===== config.mk =====
export PLATFORM = sky130hd
export DESIGN_NAME = scrs_top
export DESIGN_NICKNAME = d
export VERILOG_FILES = /design/src/design/scrs_pkg.sv /design/src/design/scrs_top.sv
export SDC_FILE = /design/constraint.sdc
export NUM_CORES = 1
export LEC_CHECK = 0
export CORE_AREA = 8 8 98 100
export CTS_CLUSTER_DIAMETER = 150
export DETAILED_ROUTE_END_ITERATION = 8
export DIE_AREA = 0 0 106 108
export DONT_BUFFER_PORTS = 1
export PLACE_DENSITY = 0.66
export SLEW_MARGIN = 5
export SYNTH_ARGS = -nofsm -noshare
export SYNTH_HDL_FRONTEND = slang
export SYNTH_SLANG_ARGS = --single-unit

===== constraint.sdc =====
create_clock -name CLK_SYS_I -period 2 [get_ports CLK_SYS_I]
set_clock_uncertainty 0.1 [all_clocks]
set_input_delay 0.1 -clock CLK_SYS_I [delete_from_list [all_inputs] [get_ports CLK_SYS_I]]
set_output_delay 0.1 -clock CLK_SYS_I [all_outputs]
set_load 0.005 [all_outputs]

===== src/design/scrs_pkg.sv =====
// Constants, register map and state type of the clock and reset sequencer.
// Assumes one oscillator-rate clock; every count is in oscillator cycles.
package scrs_pkg;

  ////////////////////////////////////////////////////////////////////////
  // Register bus map and layout.
  localparam int SCRS_ADDR_W = 4;
  localparam int SCRS_DATA_W = 8;
  localparam logic [3:0] SCRS_ADDR_CAUSE = 4'h0;
  localparam logic [3:0] SCRS_ADDR_CTRL = 4'h4;
  localparam logic [3:0] SCRS_ADDR_CNT_LO = 4'h8;
  localparam logic [3:0] SCRS_ADDR_CNT_HI = 4'hC;

  // Reset cause flags.
  localparam int SCRS_CAUSE_POR = 7;
  localparam int SCRS_CAUSE_PIN = 6;
  localparam int SCRS_CAUSE_WDOG = 5;
  localparam int SCRS_CAUSE_ILOP = 4;
  localparam int SCRS_CAUSE_ILAD = 3;
  localparam int SCRS_CAUSE_LVR = 1;
  localparam logic [7:0] SCRS_CAUSE_RESET = 8'h80;

  // Control bits.
  localparam int SCRS_CTRL_PLL_SEL = 0;
  localparam int SCRS_CTRL_SHORT_STOP = 1;
  localparam int SCRS_CTRL_STOP_EN = 2;
  localparam logic [7:0] SCRS_CTRL_RESET = 8'h04;

  ////////////////////////////////////////////////////////////////////////
  // Counts in oscillator cycles.
  localparam int SCRS_CNT_W = 13;
  localparam int SCRS_POR_CYC = 4096;
  localparam int SCRS_STOP_LONG_CYC = 4096;
  localparam int SCRS_STOP_SHORT_CYC = 32;
  localparam int SCRS_PIN_DRIVE_CYC = 32;
  localparam int SCRS_INTERNAL_RESET_TAIL_CYC = 32;
  localparam int SCRS_PIN_FLAG_CYC = 67;
  localparam int SCRS_PIN_FLAG_POR_CYC = 4163;
  localparam int SCRS_SEQ_W = 6;

  localparam logic [12:0] SCRS_POR_LAST = 13'(SCRS_POR_CYC - 1);
  localparam logic [12:0] SCRS_STOP_LONG_LAST = 13'(SCRS_STOP_LONG_CYC - 1);
  localparam logic [12:0] SCRS_STOP_SHORT_LAST =
    13'(SCRS_STOP_SHORT_CYC - 1);
  localparam logic [5:0] SCRS_PIN_DRIVE_LAST = 6'(SCRS_PIN_DRIVE_CYC - 1);
  localparam logic [5:0] SCRS_INTERNAL_RESET_TAIL_LAST = 6'(SCRS_INTERNAL_RESET_TAIL_CYC - 1);

  // Reset vector pairs (high byte address of each pair).
  localparam logic [15:0] SCRS_VEC_USER = 16'hFFFE;
  localparam logic [15:0] SCRS_VEC_MON = 16'hFEFE;

  // Synchroniser reset value: pin idles high at bit 0.
  localparam logic [3:0] SCRS_SYNC_RESET = 4'h1;

  typedef enum logic [2:0] {
    SCRS_RUN,
    SCRS_POR_HOLD,
    SCRS_PIN_DRIVE,
    SCRS_INTERNAL_RESET_TAIL,
    SCRS_EXT_HOLD,
    SCRS_STOP,
    SCRS_STOP_RECOVER,
    SCRS_WAIT
  } scrs_state_t;

endpackage : scrs_pkg


===== src/design/scrs_top.sv =====
// Clock gating and reset sequencer of the system integration unit.
// Assumes CLK_SYS_I is the buffered oscillator clock and that all CPU
// signals are on that clock; pins and detectors are asynchronous.
`timescale 1ns/1ps

// Function
// - Bus runs at a quarter of the selected oscillator or PLL source.
// - Bus clock is the clock generator output halved.
// - After power-on or low voltage, hold clocks and pin low 4096 cycles.
// - On STOP exit the counter runs while CPU and peripheral clocks stay off.
// - STOP exit delay is 4096 or 32 oscillator cycles.
// - WAIT stops CPU clocks but keeps peripheral clocks running.
// - Every reset asserts internal reset and picks user or monitor vector.
// - Internal reset returns registers and modules to defaults.
// - Internal resets clear the counter; pin reset leaves it alone.
// - Each reset source sets its own cause flag.
// - A low reset pin halts all processing.
// - Pin flag needs 67 low cycles; outside must hold pin that long.
// - With power-on or low voltage the pin flag needs 4163 cycles.
// - Internal sources drive the reset pin low for 32 cycles.
// - Internal reset stays asserted 32 cycles after pin drive ends.
// - Illegal address, opcode, watchdog, low voltage, power-on are internal.
// - Power-on or low voltage counts 4096 first, then the normal sequence.
// - Watchdog request is accepted asynchronously.
// - Counter is 13 bits and advances on the falling oscillator edge.
// - Short stop recovery option cuts STOP delay to 32 cycles.
// - STOP clears the counter before the recovery count.
// - Power-on sets the power-on flag and clears all others.
module scrs_top import scrs_pkg::*; #(
  parameter int PIN_FLAG_POR_CYC = SCRS_PIN_FLAG_POR_CYC
) (
  input wire logic CLK_SYS_I,
  input wire logic RST_I,
  input wire logic PLL_CLK_EN_I,
  input wire logic POR_PULSE_I,
  input wire logic LOW_VOLTAGE_I,
  input wire logic WDOG_TIMEOUT_I,
  input wire logic ILLEGAL_OPCODE_I,
  input wire logic ILLEGAL_ADDR_I,
  input wire logic OPCODE_FETCH_I,
  input wire logic STOP_REQ_I,
  input wire logic STOP_EXIT_I,
  input wire logic WAIT_REQ_I,
  input wire logic WAIT_EXIT_I,
  input wire logic MONITOR_MODE_I,
  input wire logic RST_PIN_I,
  input wire logic [3:0] BUS_ADDR_I,
  input wire logic [7:0] BUS_WDATA_I,
  input wire logic BUS_WR_I,
  input wire logic BUS_RD_I,
  output logic [7:0] BUS_RDATA_O,
  output logic RST_PIN_O,
  output logic RST_PIN_OE_O,
  output logic INTERNAL_RESET_O,
  output logic CPU_CLK_EN_O,
  output logic PERIPH_CLK_EN_O,
  output logic CLK_GEN_EN_O,
  output logic [15:0] RESET_VECTOR_O
);

  ////////////////////////////////////////////////////////////////////////
  // Declarations.
  localparam logic [12:0] PIN_POR_LAST = 13'(PIN_FLAG_POR_CYC - 1);
  localparam logic [12:0] PIN_LAST = 13'(SCRS_PIN_FLAG_CYC - 1);

  logic [3:0] sync_meta;
  logic [3:0] sync_q;
  logic porlvi_prev;
  logic pin_low;
  logic por_evt;
  logic lvi_evt;
  logic porlvi_evt;
  logic stop_illegal;
  logic int_evt;
  logic active;
  logic accept_int;
  logic accept_pin;

  scrs_state_t state;
  scrs_state_t next_state;
  logic [5:0] seq;
  logic [5:0] next_seq;
  logic sim_clr;
  logic next_sim_clr;
  logic por_lvi_seen;
  logic next_por_lvi_seen;

  logic [12:0] sim_cnt;
  logic [12:0] next_sim_cnt;
  logic [12:0] pin_cnt;
  logic [12:0] next_pin_cnt;
  logic [12:0] pin_thr;
  logic pin_flag_set;

  logic [1:0] div;
  logic [1:0] next_div;
  logic src_tick;
  logic bus_tick;
  logic clocks_on;

  logic [7:0] cause;
  logic [7:0] next_cause;
  logic [7:0] ctrl;
  logic [7:0] next_ctrl;
  logic [7:0] next_rdata;
  logic next_internal_reset;
  logic next_pin_drive;
  logic next_cpu_en;
  logic next_periph_en;
  logic next_cgen_en;

  // Bus decode shared by the write and read paths.
  function automatic logic addr_is(input logic [3:0] a,
                                   input logic [3:0] ref_a);
    addr_is = (a == ref_a);
  endfunction : addr_is

  ////////////////////////////////////////////////////////////////////////
  // Two-flop synchronisers for every asynchronous source. The second
  // stage is the only reader of the first.
  always_ff @(posedge CLK_SYS_I or posedge RST_I) begin
    if (RST_I) begin
      sync_meta <= SCRS_SYNC_RESET;
      sync_q <= SCRS_SYNC_RESET;
      porlvi_prev <= 1'b0;
    end else begin
      sync_meta <= {POR_PULSE_I, LOW_VOLTAGE_I, WDOG_TIMEOUT_I, RST_PIN_I};
      sync_q <= sync_meta;
      porlvi_prev <= sync_q[3] | sync_q[2];
    end
  end

  // Source decode. Power-on and low voltage act on their rising edge so
  // a long detector pulse does not keep restarting the count.
  always_comb begin
    pin_low = ~sync_q[0];
    por_evt = sync_q[3] & ~porlvi_prev;
    lvi_evt = sync_q[2] & ~porlvi_prev & ~sync_q[3];
    porlvi_evt = por_evt | lvi_evt;
    stop_illegal = STOP_REQ_I & ~ctrl[SCRS_CTRL_STOP_EN];
    int_evt = sync_q[1] | ILLEGAL_OPCODE_I | stop_illegal
      | (ILLEGAL_ADDR_I & OPCODE_FETCH_I);
    active = (state == SCRS_RUN) || (state == SCRS_WAIT)
      || (state == SCRS_STOP) || (state == SCRS_STOP_RECOVER);
    accept_int = active & int_evt & ~porlvi_evt;
    accept_pin = active & ~int_evt & ~porlvi_evt & pin_low;
  end

  ////////////////////////////////////////////////////////////////////////
  // Sequencer. Power-on and low voltage win over every other source and
  // restart the long hold from any state.
  always_comb begin
    next_state = state;
    next_seq = 6'(seq + 6'h01);
    next_sim_clr = 1'b0;
    next_por_lvi_seen = por_lvi_seen;
    if (state == SCRS_RUN && pin_cnt == 13'h0000) begin
      next_por_lvi_seen = 1'b0;
    end
    if (porlvi_evt) begin
      next_state = SCRS_POR_HOLD;
      next_sim_clr = 1'b1;
      next_por_lvi_seen = 1'b1;
    end else if (accept_int) begin
      next_state = SCRS_PIN_DRIVE;
      next_seq = 6'h00;
      next_sim_clr = 1'b1;
      next_por_lvi_seen = 1'b0;
    end else if (accept_pin) begin
      next_state = SCRS_EXT_HOLD;
      next_por_lvi_seen = 1'b0;
    end else begin
      unique case (state)
        SCRS_RUN: begin
          if (STOP_REQ_I) begin
            next_state = SCRS_STOP;
          end else if (WAIT_REQ_I) begin
            next_state = SCRS_WAIT;
          end
        end
        SCRS_WAIT: begin
          if (WAIT_EXIT_I) begin
            next_state = SCRS_RUN;
          end
        end
        SCRS_STOP: begin
          if (STOP_EXIT_I) begin
            next_state = SCRS_STOP_RECOVER;
          end
        end
        SCRS_STOP_RECOVER: begin
          if (sim_cnt == (ctrl[SCRS_CTRL_SHORT_STOP] ? SCRS_STOP_SHORT_LAST
                          : SCRS_STOP_LONG_LAST)) begin
            next_state = SCRS_RUN;
          end
        end
        SCRS_POR_HOLD: begin
          if (!sim_clr && sim_cnt == SCRS_POR_LAST) begin
            next_state = SCRS_PIN_DRIVE;
            next_seq = 6'h00;
          end
        end
        SCRS_PIN_DRIVE: begin
          if (seq == SCRS_PIN_DRIVE_LAST) begin
            next_state = SCRS_INTERNAL_RESET_TAIL;
            next_seq = 6'h00;
          end
        end
        SCRS_INTERNAL_RESET_TAIL: begin
          if (seq == SCRS_INTERNAL_RESET_TAIL_LAST) begin
            next_state = SCRS_RUN;
          end
        end
        SCRS_EXT_HOLD: begin
          if (!pin_low) begin
            next_state = SCRS_INTERNAL_RESET_TAIL;
            next_seq = 6'h00;
          end
        end
      endcase
    end
  end

  // Sequencer registers.
  always_ff @(posedge CLK_SYS_I or posedge RST_I) begin
    if (RST_I) begin
      state <= SCRS_POR_HOLD;
      seq <= 6'h00;
      sim_clr <= 1'b1;
      por_lvi_seen <= 1'b1;
    end else begin
      state <= next_state;
      seq <= next_seq;
      sim_clr <= next_sim_clr;
      por_lvi_seen <= next_por_lvi_seen;
    end
  end

  ////////////////////////////////////////////////////////////////////////
  // Free-running counter on the falling edge. It sits at zero through
  // STOP, so recovery always counts from a clean start.
  always_comb begin
    if (state == SCRS_STOP || sim_clr) begin
      next_sim_cnt = 13'h0000;
    end else begin
      next_sim_cnt = 13'(sim_cnt + 13'h0001);
    end
  end

  // Counter register.
  always_ff @(negedge CLK_SYS_I or posedge RST_I) begin
    if (RST_I) begin
      sim_cnt <= 13'h0000;
    end else begin
      sim_cnt <= next_sim_cnt;
    end
  end

  ////////////////////////////////////////////////////////////////////////
  // Pin low-time counter. It saturates at its threshold and sets the flag
  // on every cycle it stays there; the first low cycle counts as zero.
  always_comb begin
    pin_thr = por_lvi_seen ? PIN_POR_LAST : PIN_LAST;
    pin_flag_set = pin_low && (pin_cnt == pin_thr);
    if (!pin_low) begin
      next_pin_cnt = 13'h0000;
    end else if (pin_cnt == pin_thr) begin
      next_pin_cnt = pin_cnt;
    end else begin
      next_pin_cnt = 13'(pin_cnt + 13'h0001);
    end
  end

  // Pin counter register.
  always_ff @(posedge CLK_SYS_I or posedge RST_I) begin
    if (RST_I) begin
      pin_cnt <= 13'h0000;
    end else begin
      pin_cnt <= next_pin_cnt;
    end
  end

  ////////////////////////////////////////////////////////////////////////
  // Bus clock divider: source halved to the generator output, halved
  // again to the bus. It is parked at phase zero while clocks are held.
  always_comb begin
    clocks_on = (state == SCRS_RUN) || (state == SCRS_WAIT);
    src_tick = ctrl[SCRS_CTRL_PLL_SEL] ? PLL_CLK_EN_I : 1'b1;
    bus_tick = clocks_on & src_tick & (div == 2'h3);
    if (!clocks_on) begin
      next_div = 2'h0;
    end else if (src_tick) begin
      next_div = 2'(div + 2'h1);
    end else begin
      next_div = div;
    end
  end

  // Divider register.
  always_ff @(posedge CLK_SYS_I or posedge RST_I) begin
    if (RST_I) begin
      div <= 2'h0;
    end else begin
      div <= next_div;
    end
  end

  ////////////////////////////////////////////////////////////////////////
  // Cause and control registers. A hardware set beats a software clear
  // in the same cycle; control returns to defaults under internal reset.
  always_comb begin
    next_cause = cause;
    if (BUS_WR_I && addr_is(BUS_ADDR_I, SCRS_ADDR_CAUSE)) begin
      next_cause = cause & ~BUS_WDATA_I;
    end
    if (accept_int) begin
      next_cause[SCRS_CAUSE_WDOG] = next_cause[SCRS_CAUSE_WDOG]
        | sync_q[1];
      next_cause[SCRS_CAUSE_ILOP] = next_cause[SCRS_CAUSE_ILOP]
        | ILLEGAL_OPCODE_I | stop_illegal;
      next_cause[SCRS_CAUSE_ILAD] = next_cause[SCRS_CAUSE_ILAD]
        | (ILLEGAL_ADDR_I & OPCODE_FETCH_I);
    end
    if (lvi_evt) begin
      next_cause[SCRS_CAUSE_LVR] = 1'b1;
    end
    if (pin_flag_set) begin
      next_cause[SCRS_CAUSE_PIN] = 1'b1;
    end
    if (por_evt) begin
      next_cause = SCRS_CAUSE_RESET;
    end
    if (INTERNAL_RESET_O) begin
      next_ctrl = SCRS_CTRL_RESET;
    end else if (BUS_WR_I && addr_is(BUS_ADDR_I, SCRS_ADDR_CTRL)) begin
      next_ctrl = BUS_WDATA_I;
    end else begin
      next_ctrl = ctrl;
    end
  end

  // Read data for the cycle after a read strobe; unmapped reads give 0.
  always_comb begin
    next_rdata = 8'h00;
    if (BUS_RD_I) begin
      if (addr_is(BUS_ADDR_I, SCRS_ADDR_CAUSE)) begin
        next_rdata = cause;
      end else if (addr_is(BUS_ADDR_I, SCRS_ADDR_CTRL)) begin
        next_rdata = ctrl;
      end else if (addr_is(BUS_ADDR_I, SCRS_ADDR_CNT_LO)) begin
        next_rdata = sim_cnt[7:0];
      end else if (addr_is(BUS_ADDR_I, SCRS_ADDR_CNT_HI)) begin
        next_rdata = {3'h0, sim_cnt[12:8]};
      end
    end
  end

  // Register file flops.
  always_ff @(posedge CLK_SYS_I or posedge RST_I) begin
    if (RST_I) begin
      cause <= SCRS_CAUSE_RESET;
      ctrl <= SCRS_CTRL_RESET;
      BUS_RDATA_O <= 8'h00;
    end else begin
      cause <= next_cause;
      ctrl <= next_ctrl;
      BUS_RDATA_O <= next_rdata;
    end
  end

  ////////////////////////////////////////////////////////////////////////
  // Outputs follow the next state so they line up with the sequencer.
  // The pin is driven low only by the open-drain enable.
  always_comb begin
    next_internal_reset = (next_state == SCRS_POR_HOLD)
      || (next_state == SCRS_PIN_DRIVE) || (next_state == SCRS_INTERNAL_RESET_TAIL)
      || (next_state == SCRS_EXT_HOLD);
    next_pin_drive = (next_state == SCRS_POR_HOLD)
      || (next_state == SCRS_PIN_DRIVE);
    next_cpu_en = bus_tick && (state == SCRS_RUN) && !next_internal_reset;
    next_periph_en = bus_tick && !next_internal_reset;
    next_cgen_en = clocks_on & src_tick & div[0];
  end

  // Output flops.
  always_ff @(posedge CLK_SYS_I or posedge RST_I) begin
    if (RST_I) begin
      RST_PIN_O <= 1'b0;
      RST_PIN_OE_O <= 1'b1;
      INTERNAL_RESET_O <= 1'b1;
      CPU_CLK_EN_O <= 1'b0;
      PERIPH_CLK_EN_O <= 1'b0;
      CLK_GEN_EN_O <= 1'b0;
      RESET_VECTOR_O <= SCRS_VEC_USER;
    end else begin
      RST_PIN_O <= 1'b0;
      RST_PIN_OE_O <= next_pin_drive;
      INTERNAL_RESET_O <= next_internal_reset;
      CPU_CLK_EN_O <= next_cpu_en;
      PERIPH_CLK_EN_O <= next_periph_en;
      CLK_GEN_EN_O <= next_cgen_en;
      RESET_VECTOR_O <= MONITOR_MODE_I ? SCRS_VEC_MON
        : SCRS_VEC_USER;
    end
  end

endmodule : scrs_top


==> Flow_metrics.wiki <==
{| class="wikitable"
! Metric !! Value
|-
| Number of enable-type register cells in the synthesized netlist || 0
|-
| Maximum ir drop on the vdd rail || 0.6025 mV
|-
| # H-tree levels || 3
|-
| Synth Register Bits || 78
|-
| Run status || finished, violations left
|-
| Top cells by area, synth || sky130_fd_sc_hd__dfrtp_1, sky130_fd_sc_hd__dfrtn_1, sky130_fd_sc_hd__dfstp_2, sky130_fd_sc_hd__nor2_1, sky130_fd_sc_hd__nand2_1
|-
| Area growth from synthesis to layout || 29.14%
|-
| Number of antenna diodes || 0
|-
| Depth of the worst register-to-register path || 7
|-
| Number of violations reported at the end of detailed-routing iteration 0 || 153
|-
| Setup TNS Final || -17.56 ns
|-
| Data arrival time of the critical path || 3.28 ns
|-
| CTS tree || done
|-
| Cts bufs inserted || 9
|-
| Final Cell Area || 5057 µm²
|-
| Setup-violating endpoint count in the final report || 32
|-
| Final RePlAce weighted congestion || 0.8798
|-
| Number of port buffers || 0
|-
| Max-slew violation total from the final report || 0
|-
| Die Outline Area || approximately 11000 µm²
|-
| Setup ws final || -1.109 ns
|-
| Remaining number of nets flagged by the antenna check after routing || 0
|-
| Final Instance Count excl. Fillers || 590
|-
| Yosys top cell by area || sky130_fd_sc_hd__dfrtp_1
|-
| Share of the yosys chip area belonging to registers || 0.5016
|-
| Cell Rows || 33
|-
| Total clock sinks || 78
|-
| CTS clock-pin slew for the worst setup and hold paths || 0.08 ns
|-
| Fraction of layout instances using a drive strength above 1 || 0.2639
|-
| Insertion delay of the later-clocked pin in the worst-skew pair || 0.35 ns
|-
| Yosys cell types || 60
|-
| Netlist area before placement || 3916 µm²
|-
| Required time at the worst-slack endpoint || 2.17 ns
|-
| Per-instance average area after synthesis || 9.815 µm²
|-
| First-pass GRT wire length || around 16000 µm
|-
| Iteration count of the initial detailed-routing pass || 7
|-
| Share of synthesized flip-flops with an asynchronous set or reset || 1.000
|-
| Overall die width || 106 µm
|-
| Top cells by instance count after synthesis || sky130_fd_sc_hd__dfrtp_1, sky130_fd_sc_hd__nor2_1, sky130_fd_sc_hd__nand2_1, sky130_fd_sc_hd__a21oi_1, sky130_fd_sc_hd__nand3_1
|-
| Average wire length per cell after detail routing || around 17 µm
|-
| Classification of the worst-slack hold path || input port to flip-flop
|-
| Effective utilization at floorplan || 0.4864
|-
| Largest net degree at the start of global routing || 38
|-
| Routed Wire Length || around 9900 µm
|-
| Maxcap violations || 0
|-
| Global routing usage summed across all routing layers || 0.1778
|-
| Hold path cells || 4
|-
| Grt total ovfl || 0
|-
| Setup crit start kind || flip-flop
|-
| Count of warnings emitted by yosys || 0
|-
| Maximum buffer depth of the clock tree || 2
|-
| Setup repair after global routing missed its margin || yes
|-
| Area of combinational cells with multiple inputs || 1947 µm²
|-
| Count of final hold-check violations || 0
|-
| Most numerous cell in the Yosys netlist || sky130_fd_sc_hd__dfrtp_1
|-
| Half-perimeter wire length after placement || 6909 µm
|-
| Area of placed instances || 4374 µm²
|-
| Pwr per Cell Area || about 1000 nW/µm²
|-
| Routed via count divided by cell count || 5.329
|-
| Reported leakage power || approximately 2.2 nW
|-
| Vertical extent of the die || 108 µm
|-
| Maximum fanout encountered on the critical timing path || 3
|-
| Top-area cell type share of the netlist area || 0.3514
|-
| CORE AREA || 8051 µm²
|-
| Vias || 3144
|-
| Critical Path Sink Type || flip-flop
|-
| Clock Root Buffer || sky130_fd_sc_hd__clkbuf_8
|-
| Number of cells in the design after placement || 542
|-
| Area of all sequential standard cells || 1964 µm²
|-
| Dominant register cell in the synthesized netlist || sky130_fd_sc_hd__dfrtp_1
|-
| Initial antenna violation count || 0
|-
| Filler cell count || 650
|-
| CP Class || flip-flop to flip-flop
|-
| Nets || 515
|-
| Number of global-route vias before repair || 3286
|-
| Post-synthesis cell count || 399
|-
| Post-Route Utilization || 0.6281
|-
| Failing checks || negative setup slack
|-
| DRC Markers || 0
|-
| Top-level I/O count || 59
|}
[where the power goes]
part,switching (mW),internal (mW),total [mW]
Sequential,0.226,1.84,2.06
Clock,0.573,0.606,1.18
Combinational,0.974,1.04,2.02
[final cells by class]
type / count / share of cell area
clock inverters: 6 / 0.01212
well taps: 105 / 0.02598
repair buffers: 86 / 0.1502
inverters: 14 / 0.01113
clock buffers: 10 / 0.02721
multi-input cells: 291 / 0.3850
flip-flops and latches: 78 / 0.3884
[sequential cells by signal, summed over array words and instances, names as in the netlist, 2 cells and up]
name and count:
BUS_RDATA_O 8, cause 8, ctrl 8, div 2, pin_cnt 13, seq 6
sim_cnt 13, state 3, sync_meta 4, sync_q 4
[stage by stage]
step	power [mW]	setup WS [ns]	hold WS (ns)
floorplan	3.151	-1.017	0.004478
global placement	3.666	-1.084	0.004647
detailed placement	3.712	-1.108	0.004643
CTS	5.112	-1.088	-0.1651
global route	5.580	-1.227	0.03299
finish	5.260	-1.109	0.04399
[worst max-delay path: stages (launching register included)]
cell	delay (ns)
sky130_fd_sc_hd__dfrtn_1	0.35
sky130_fd_sc_hd__or4b_4	0.55
sky130_fd_sc_hd__nor4_4	0.21
sky130_fd_sc_hd__a211o_1	0.18
sky130_fd_sc_hd__a41o_2	0.25
sky130_fd_sc_hd__nand3_4	0.10
sky130_fd_sc_hd__xnor2_4	0.16
sky130_fd_sc_hd__nor3_2	0.15
[logic make-up (layout without fill, tap and decap cells)]
group / Yosys count / after routing / share of synthesized area
compound gates: 64 / 65 / 0.1205
other cells: 2 / 16 / 0.001918
xor+xnor: 27 / 27 / 0.06230
buf+inv: 45 / 116 / 0.06326
flops: 78 / 78 / 0.5016
simple gates: 176 / 176 / 0.2288
mux: 1 / 1 / 0.002556
fa+ha+maj: 6 / 6 / 0.01917
[cell usage in the layout (no fill, tap or decap), types with 7 or more instances in the layout]
master and instances:
sky130_fd_sc_hd__a21oi_1 18, sky130_fd_sc_hd__nand4_1 7, sky130_fd_sc_hd__clkbuf_8 10, sky130_fd_sc_hd__nand3_1 17
sky130_fd_sc_hd__nor2b_1 9, sky130_fd_sc_hd__dfrtp_1 55, sky130_fd_sc_hd__nand2_1 37, sky130_fd_sc_hd__nor2_1 44
sky130_fd_sc_hd__and2_1 7, sky130_fd_sc_hd__dfrtn_1 13, sky130_fd_sc_hd__xor2_1 16, sky130_fd_sc_hd__dlygate4sd3_1 24
sky130_fd_sc_hd__inv_1 13, sky130_fd_sc_hd__buf_4 50, sky130_fd_sc_hd__dfstp_2 10, sky130_fd_sc_hd__xnor2_1 10
sky130_fd_sc_hd__conb_1 16, sky130_fd_sc_hd__buf_6 11, sky130_fd_sc_hd__nor2_2 7
[per-layer routing]
layer / GRT usage / share of wire / wire, µm
met1: 0.2019 / 0.41 / 4094
met5: 0 / 0 / 0
met3: 0.04521 / 0.047 / 468
met2: 0.3172 / 0.52 / 5132
met4: 0.06533 / 0.018 / 179
[what timing repair did]
item                                    4_1_cts  5_1_grt
endpoints found under the hold margin        87        1
gates cloned                                  1        0
pin swaps                                    13        9
endpoints found under the setup margin       35       36
hold buffers                                 23        1
gates resized for setup                      18       23
buffers inserted                              4        4
[worst paths after layout]
kind	end	slack, ns	from
max in group asynchronous	sim_cnt[11]	0.55	RST_I
max reg2reg	CPU_CLK_EN_O	-1.11	sim_cnt[9]
max	CPU_CLK_EN_O	-1.11	sim_cnt[9]
min	ctrl[0]	0.04	BUS_ADDR_I[3]
min reg2reg	sync_q[3]	0.25	sync_meta[3]
min in group asynchronous	ctrl[1]	0.47	RST_I
No activity file was read; power rests on OpenSTA's default activity.
